### src/pwm_ramp_pkg.sv
package pwm_ramp_pkg;

  // ----------------------------------------------------------------
  // Characteristic handles
  // ----------------------------------------------------------------
  localparam logic [7:0] HANDLE_STARTUP_MODE = 8'h4d;
  localparam logic [7:0] HANDLE_DUTY_WORD = 8'h50;
  localparam logic [7:0] HANDLE_PERIOD_TICKS = 8'h53;
  localparam logic [7:0] HANDLE_RAMP_TIME = 8'h56;

  // ----------------------------------------------------------------
  // Reset and factory values
  // ----------------------------------------------------------------
  localparam logic [7:0] STARTUP_MODE_RESET = 8'h01;
  localparam logic [31:0] DUTY_WORD_RESET = 32'hffffffff;
  localparam logic [15:0] PERIOD_TICKS_RESET = 16'h8235;
  localparam logic [15:0] RAMP_TIME_RESET = 16'h0000;

  // ----------------------------------------------------------------
  // Startup modes and duty levels
  // ----------------------------------------------------------------
  localparam logic [7:0] MODE_START_LOW = 8'h00;
  localparam logic [7:0] MODE_START_HIGH = 8'h01;
  localparam logic [7:0] MODE_KEEP_CURRENT = 8'h02;
  localparam logic [7:0] DUTY_FULL = 8'hff;
  localparam logic [7:0] DUTY_NONE = 8'h00;
  localparam logic [31:0] DUTY_ALL_HIGH = 32'hffffffff;
  localparam logic [31:0] DUTY_ALL_LOW = 32'h00000000;

  // ----------------------------------------------------------------
  // Timing
  // ----------------------------------------------------------------
  localparam int CLK_PERIOD_PS = 8000;
  localparam int TICK_PS = 250000;
  localparam logic [17:0] TICK_PS_W = 18'd250000;
  localparam logic [17:0] CLK_PERIOD_PS_W = 18'd8000;
  localparam longint RAMP_UNIT_MS = 100;
  localparam int DUTY_STEPS = 255;
  // Clock cycles between single duty steps for one ramp unit
  localparam longint RAMP_STEP_CYCLES =
    (RAMP_UNIT_MS * 64'd1000000000 / longint'(CLK_PERIOD_PS)) / longint'(DUTY_STEPS);

  typedef enum logic [0:0] {
    PH_LOAD = 1'b0,
    PH_RUN = 1'b1
  } phase_t;

endpackage

### src/quad_pwm_with_ramp.sv
`timescale 1ns/1ps
// Contract
// - Mode 0 starts all channels fully low and allows sleep.
// - Mode 1 starts all channels fully high and allows sleep.
// - Writing mode 2 saves current duty for next power-on; blocks sleep.
// - Startup mode is one byte, factory 1, kept across power loss.
// - Duty word has four bytes; top byte is channel one.
// - Duty byte X gives high time of X/255 of the period.
// - Reading duty word returns the last written value.
// - Duty word reads all ones after power-on.
// - Sleep is allowed only while the duty word is all ones.
// - Period word in 0.25 us ticks is shared by all channels.
// - Period defaults to 0x8235, reads back, kept across power loss.
// - Shared ramp time reads and writes, defaults to zero meaning instant.
// - One ramp unit is 100 ms; larger means slower moves.
module quad_pwm_with_ramp #(
  parameter longint STEP_CYCLES = pwm_ramp_pkg::RAMP_STEP_CYCLES
) (
  input wire logic sys_clk,
  input wire logic rst,
  input wire logic attr_wr,
  input wire logic attr_rd,
  input wire logic [7:0] attr_handle,
  input wire logic [31:0] attr_wdata,
  output logic [31:0] attr_rdata,
  output logic attr_rvalid,
  input wire logic nv_valid,
  input wire logic [7:0] nv_startup_mode,
  input wire logic [15:0] nv_period_ticks,
  input wire logic [15:0] nv_ramp_time,
  input wire logic [31:0] nv_boot_duty,
  output logic nv_save,
  output logic [7:0] nv_startup_mode_out,
  output logic [15:0] nv_period_ticks_out,
  output logic [15:0] nv_ramp_time_out,
  output logic [31:0] nv_boot_duty_out,
  output logic [3:0] pwm_out,
  output logic sleep_ok
);
  import pwm_ramp_pkg::*;

  // ----------------------------------------------------------------
  // State
  // ----------------------------------------------------------------
  typedef struct packed {
    phase_t phase;
    logic [7:0] startup_mode;
    logic [31:0] duty_word;
    logic duty_written;
    logic [31:0] boot_duty;
    logic [15:0] period_ticks;
    logic [15:0] ramp_time;
    logic [31:0] cur_duty;
    logic [63:0] thr;
    logic [15:0] period_act;
    logic [15:0] cnt;
    logic [17:0] tick_acc;
    logic [31:0] step_cnt;
    logic [15:0] unit_cnt;
    logic [31:0] rdata;
    logic rvalid;
    logic save;
    logic [3:0] pwm;
  } state_t;

  state_t st_reg;
  state_t st_next;

  // Scaled high-time threshold in ticks for one duty byte
  function automatic logic [15:0] scale(input logic [7:0] d, input logic [15:0] p);
    logic [23:0] prod;
    prod = 24'(d) * 24'(p);
    return 16'(prod / 24'd255);
  endfunction

  // Move one byte a single step toward its target
  function automatic logic [7:0] step_toward(input logic [7:0] c, input logic [7:0] t);
    logic [7:0] r;
    r = c;
    if (c < t) begin
      r = c + 8'd1;
    end else if (c > t) begin
      r = c - 8'd1;
    end
    return r;
  endfunction

  logic [31:0] target;
  logic step_now;
  logic tick;
  logic wrap;
  logic [31:0] step_last;

  assign step_last = 32'(STEP_CYCLES - 1);

  // ----------------------------------------------------------------
  // Next state
  // ----------------------------------------------------------------
  always_comb begin
    st_next = st_reg;
    st_next.save = 1'b0;
    st_next.rvalid = 1'b0;
    target = st_reg.duty_written ? st_reg.duty_word : st_reg.boot_duty;
    tick = 1'b0;
    wrap = 1'b0;
    step_now = 1'b0;

    unique case (st_reg.phase)
      PH_LOAD: begin
        // Restore retained settings once, after reset has released
        if (nv_valid) begin
          st_next.startup_mode = nv_startup_mode;
          st_next.period_ticks = nv_period_ticks;
          st_next.ramp_time = nv_ramp_time;
        end
        if (nv_valid && nv_startup_mode == MODE_KEEP_CURRENT) begin
          st_next.boot_duty = nv_boot_duty;
        end else if (nv_valid && nv_startup_mode == MODE_START_LOW) begin
          st_next.boot_duty = DUTY_ALL_LOW;
        end else begin
          st_next.boot_duty = DUTY_ALL_HIGH;
        end
        st_next.cur_duty = st_next.boot_duty;
        st_next.period_act = st_next.period_ticks;
        for (int i = 0; i < 4; i++) begin
          st_next.thr[i*16 +: 16] = scale(st_next.boot_duty[i*8 +: 8], st_next.period_ticks);
        end
        st_next.phase = PH_RUN;
      end
      PH_RUN: begin
        // Fractional tick generator: exact 0.25 us average from the system clock
        if (st_reg.tick_acc + CLK_PERIOD_PS_W >= TICK_PS_W) begin
          tick = 1'b1;
          st_next.tick_acc = st_reg.tick_acc + CLK_PERIOD_PS_W - TICK_PS_W;
        end else begin
          st_next.tick_acc = st_reg.tick_acc + CLK_PERIOD_PS_W;
        end
        if (tick) begin
          if (st_reg.cnt + 16'd1 >= st_reg.period_act || st_reg.cnt == 16'hffff) begin
            wrap = 1'b1;
            st_next.cnt = 16'h0000;
          end else begin
            st_next.cnt = st_reg.cnt + 16'd1;
          end
        end

        // Ramp stepping
        if (st_reg.ramp_time == 16'h0000) begin
          st_next.cur_duty = target;
          st_next.step_cnt = 32'h0;
          st_next.unit_cnt = 16'h0;
        end else if (st_reg.step_cnt >= step_last) begin
          st_next.step_cnt = 32'h0;
          if (st_reg.unit_cnt + 16'd1 >= st_reg.ramp_time) begin
            st_next.unit_cnt = 16'h0;
            step_now = 1'b1;
          end else begin
            st_next.unit_cnt = st_reg.unit_cnt + 16'd1;
          end
        end else begin
          st_next.step_cnt = st_reg.step_cnt + 32'd1;
        end
        if (step_now) begin
          for (int i = 0; i < 4; i++) begin
            st_next.cur_duty[i*8 +: 8] = step_toward(st_reg.cur_duty[i*8 +: 8], target[i*8 +: 8]);
          end
        end

        // New period and thresholds only at the boundary
        if (wrap) begin
          st_next.period_act = st_reg.period_ticks;
          for (int i = 0; i < 4; i++) begin
            st_next.thr[i*16 +: 16] = scale(st_reg.cur_duty[i*8 +: 8], st_reg.period_ticks);
          end
        end

        // Characteristic writes
        if (attr_wr) begin
          unique case (attr_handle)
            HANDLE_STARTUP_MODE: begin
              st_next.startup_mode = attr_wdata[7:0];
              st_next.save = 1'b1;
              if (attr_wdata[7:0] == MODE_KEEP_CURRENT) begin
                st_next.boot_duty = st_reg.cur_duty;
              end
            end
            HANDLE_DUTY_WORD: begin
              st_next.duty_word = attr_wdata;
              st_next.duty_written = 1'b1;
            end
            HANDLE_PERIOD_TICKS: begin
              st_next.period_ticks = attr_wdata[15:0];
              st_next.save = 1'b1;
            end
            HANDLE_RAMP_TIME: begin
              st_next.ramp_time = attr_wdata[15:0];
              st_next.save = 1'b1;
            end
            default: begin
            end
          endcase
        end

        // Characteristic reads, answered one cycle later
        if (attr_rd) begin
          st_next.rvalid = 1'b1;
          unique case (attr_handle)
            HANDLE_STARTUP_MODE: st_next.rdata = {24'h000000, st_reg.startup_mode};
            HANDLE_DUTY_WORD: st_next.rdata = st_reg.duty_word;
            HANDLE_PERIOD_TICKS: st_next.rdata = {16'h0000, st_reg.period_ticks};
            HANDLE_RAMP_TIME: st_next.rdata = {16'h0000, st_reg.ramp_time};
            default: st_next.rdata = 32'h00000000;
          endcase
        end
      end
    endcase

    // Channel outputs: channel one is the top byte, bit 3 of pwm
    for (int i = 0; i < 4; i++) begin
      st_next.pwm[i] = (st_next.cnt < st_next.thr[i*16 +: 16]);
    end
  end

  // ----------------------------------------------------------------
  // Registers
  // ----------------------------------------------------------------
  always_ff @(posedge sys_clk) begin
    if (rst) begin
      st_reg <= '{
        phase: PH_LOAD,
        startup_mode: STARTUP_MODE_RESET,
        duty_word: DUTY_WORD_RESET,
        duty_written: 1'b0,
        boot_duty: DUTY_ALL_HIGH,
        period_ticks: PERIOD_TICKS_RESET,
        ramp_time: RAMP_TIME_RESET,
        cur_duty: DUTY_ALL_HIGH,
        thr: 64'h0,
        period_act: PERIOD_TICKS_RESET,
        cnt: 16'h0000,
        tick_acc: 18'h00000,
        step_cnt: 32'h0,
        unit_cnt: 16'h0000,
        rdata: 32'h00000000,
        rvalid: 1'b0,
        save: 1'b0,
        pwm: 4'h0
      };
    end else begin
      st_reg <= st_next;
    end
  end

  // ----------------------------------------------------------------
  // Outputs
  // ----------------------------------------------------------------
  assign attr_rdata = st_reg.rdata;
  assign attr_rvalid = st_reg.rvalid;
  assign nv_save = st_reg.save;
  assign nv_startup_mode_out = st_reg.startup_mode;
  assign nv_period_ticks_out = st_reg.period_ticks;
  assign nv_ramp_time_out = st_reg.ramp_time;
  assign nv_boot_duty_out = st_reg.boot_duty;
  assign pwm_out = st_reg.pwm;
  assign sleep_ok = (st_reg.startup_mode != MODE_KEEP_CURRENT)
    && (st_reg.duty_word == DUTY_ALL_HIGH);

endmodule

### config.mk
export PLATFORM = sky130hd
export DESIGN_NAME = quad_pwm_with_ramp
export DESIGN_NICKNAME = d
export VERILOG_FILES = /design/src/pwm_ramp_pkg.sv /design/src/quad_pwm_with_ramp.sv
export SDC_FILE = /design/constraint.sdc
export NUM_CORES = 2
export LEC_CHECK = 0
export ABC_AREA = 1
export BUFFER_PORTS_ARGS = -buffer_cell sky130_fd_sc_hd__buf_2
export CORE_UTILIZATION = 40
export CTS_CLUSTER_SIZE = 24
export DETAILED_ROUTE_END_ITERATION = 6
export RECOVER_POWER = 50
export SLEW_MARGIN = 20
export SYNTH_ARGS = -nofsm -noshare
export SYNTH_HDL_FRONTEND = slang
export SYNTH_SLANG_ARGS = --single-unit
### constraint.sdc
create_clock -name sys_clk -period 18.3 [get_ports sys_clk]
set_input_delay 3.66 -clock sys_clk [delete_from_list [all_inputs] [get_ports sys_clk]]
set_output_delay 3.66 -clock sys_clk [all_outputs]
set_load 0.05 [all_outputs]
==> flow_metrics.tcl <==
set metrics [dict create \
    dieArea_sq_mm 0.216 \
    hold_viol_final 0 \
    avgViaCountPerCell 5.08 \
    ys.flop_type "dfxtp_1" \
    slew_violations 97 \
    clk_path_buf_depth 3 \
    crit_fanout 9 \
    portBuffers 227 \
    postCtsHoldBufs 0 \
    clock.fmax_mhz 56.7 \
    grt_pass1_wl_mm 467 \
    status "finished with violations" \
    drive_gt1_share_pct 23.7 \
    clk_pin_slew_ns 0.06 \
    cp-end-kind "flop" \
    die_height_um 464 \
    cts_tree "built" \
    crit_arrival_ns 18.16 \
    busiest_layer "met2" \
    hold_path.startpoint "st_reg[73]$_SDFFE_PP0P_" \
    antenna_found_initial 14 \
    rsz0062_at_grt "true" \
    rows 169 \
    synth_top_area_share_pct 18.9 \
    hold_ws_ns 0.438 \
    finalSetupViolCount 0 \
    drt_iter0_markers 6491 \
    vias 92300 \
    reg2reg_depth 108 \
    start_util_pct 40.3 \
    cp_common_cell "nand2_1" \
    cap_violations 2 \
    insertion_delay_ns 0.63 \
    whs_path_depth 2 \
    reg2reg_slack_ns 1.61 \
    period_minus_slack_ns 17.63 \
    cts_made_buffers 42 \
    die_width_um 464 \
    synthesis.area_sq_mm 0.0856 \
    wl_mm 301 \
    grt_use_met2_pct 42.8 \
    use_met3_pct 3.85 \
    cts_root_buffer "clkbuf_16" \
    critPathTopFamily "simple AND/OR/NAND/NOR gates" \
    tightestPinTransition_ns 3.08 \
    ys_seq_elements 334 \
    firstDrtPassIters 7 \
    ys_top_cells_by_area "nand2_1 19%, fa_1 16%, inv_1 11%, dfxtp_1 7.8%, ha_1 7.6%" \
    r2r_start "nv_period_ticks_out[4]$_SDFFE_PP1P_" \
    io_pins 228 \
    fin_skew_ns 0.0395 \
    core-area_sq_mm 0.212 \
    final_cell_mix "4,078 x nand2_1, 2,411 x inv_1, 1,294 x buf_4, 1,055 x nor2_1, 899 x nand3_1" \
    dp_hpwl_mm 247 \
    min_path_type "flop to flop" \
    syn_to_final_growth_pct 23.1 \
    ant_nets 0 \
    synth_top_cell_by_area "nand2_1" \
    max_stage_delay_ns 0.58 \
    slowest_stage "fa_1" \
    grt_overflow 0 \
    synth_edf_count 0 \
    grt_pass1_vias 85400 \
    start_kind "input port" \
    cts.sink_count 334 \
    gp_congestion 0.999 \
    nets 16600 \
    failed_checks "capacitance limit, slew limit" \
    yosys_warnings 0 \
    use_met1_pct 36.6 \
    grt_max_degree 74 \
    min_delay_worst_endpoint "st_reg[73]$_SDFFE_PP0P_" \
    r2r_end "pwm_out[2]$_SDFF_PP0_" \
    netlist_instances 14100 \
    largest_reg_flops 223 \
    wl_per_cell_um 16.6 \
    slew_headroom_pct -105 \
    crit_required_ns 18.84 \
    async_reset_ff_share_pct 0 \
    final_common_cell "nand2_1" \
    critical_path_class "input port to flop" \
    drc 0 \
    syn-num-nets 15400 \
    crit_buf_inv 19 \
    grt_usage_pct 26.8 \
    fin_setup_tns_ns 0 \
    ctsHtreeMaxLevel 2 \
    finalCritPeriodShare_pct 96.3 \
    synth_cell_types 87 \
    avgSynthCellArea_sq_um 6.07 \
    yosysSeqAreaShare_pct 7.82 \
]
[per-layer routing]
metal  vias to the layer above  share of wire [%]
li1                      46300                  -
met1                     43000                 45
met2                      2578                 44
met3                       471                6.8
met4                        16                4.0
met5                         -              0.037
[worst min-delay path: stages, from the launching register on]
cell and delay [ns]:
dfxtp_1 0.31, nand2_1 0.06, nor2_1 0.03
[worst max path at each step]
stage	from	end	slack (ns)	cells after the start
after floorplan	nv_startup_mode[4]	pwm_out[1]$_SDFF_PP0_	0.57	109
after global placement	nv_startup_mode[4]	pwm_out[2]$_SDFF_PP0_	-0.53	110
after detailed placement	nv_startup_mode[4]	pwm_out[2]$_SDFF_PP0_	-0.67	110
after CTS	nv_startup_mode[4]	pwm_out[2]$_SDFF_PP0_	0.02	110
after global routing	nv_startup_mode[6]	pwm_out[2]$_SDFF_PP0_	-0.41	119
final	nv_startup_mode[6]	pwm_out[0]$_SDFF_PP0_	0.67	111
[repair_timing]
action | CTS | global route
gates resized for setup | 1 | 1226
endpoints found under the hold margin | 0 | 0
endpoints found under the setup margin | 1 | 14
cloned | 0 | 21
setup buffers | 0 | 154
pin swaps | 0 | 453
[synthesized netlist by cell type, types with 15 or more instances]
cell / instances
o21ai_0: 397
o221ai_1: 109
buf_4: 114
clkbuf_1: 301
nand2_4: 100
nand3_4: 24
ha_1: 517
o211ai_1: 50
o21bai_1: 39
o21ai_1: 112
o22ai_1: 18
and2_1: 15
xnor2_1: 51
buf_1: 22
a31oi_1: 63
or2_2: 18
dfxtp_1: 334
nand4_1: 185
nand2_2: 360
nor2_1: 1206
nor2_2: 180
a21oi_2: 18
xor2_1: 199
o21ai_2: 24
nand3_1: 1017
nor3_1: 72
nand3b_1: 55
nand2_1: 4305
nand3_2: 193
fa_1: 676
nor2_4: 58
inv_2: 101
clkinv_1: 22
o21a_1: 18
nor4_1: 30
a21oi_1: 406
inv_1: 2479
[final cells by class]
type,count,area [sq um]
fillers,22100,107000
diodes,5,12.5
multi-input cells,10700,71500
repair inverters,8,57.6
clock buffers,54,1170
well taps,2821,3530
inverters,2609,9920
clock inverters,24,363
flip-flops and latches,334,6760
repair buffers,1596,12000
[through the flow]
step	instance area [sq um]	utilization (%)	setup WS, ns	cells
CTS	99000	46.6	0.0232	18000
global route	105000	49.6	-0.412	18200
floorplan	85600	-	0.571	14100
global placement	97500	45.9	-0.526	17900
finish	105000	49.6	0.674	18200
detailed placement	97500	45.9	-0.667	17900
[cell families (layout without fill, tap and decap cells)]
kind of cell             after synthesis  count (layout)  synth area share (%)
AO/OA/AOI/OAI                       1367            1367                  9.62
buffers and inverters               3059            4291                  14.1
multiplexers                          14              14                 0.164
adder cells (fa/ha/maj)             1193            1193                  23.4
flip-flops                           334             334                  7.82
other                                  0               5                     0
AND/OR/NAND/NOR                     7869            7878                  42.2
XOR/XNOR                             258             258                  2.72
Power is not shown: default switching activity piles up to over one toggle a cycle in this logic, so the estimate is an artifact.
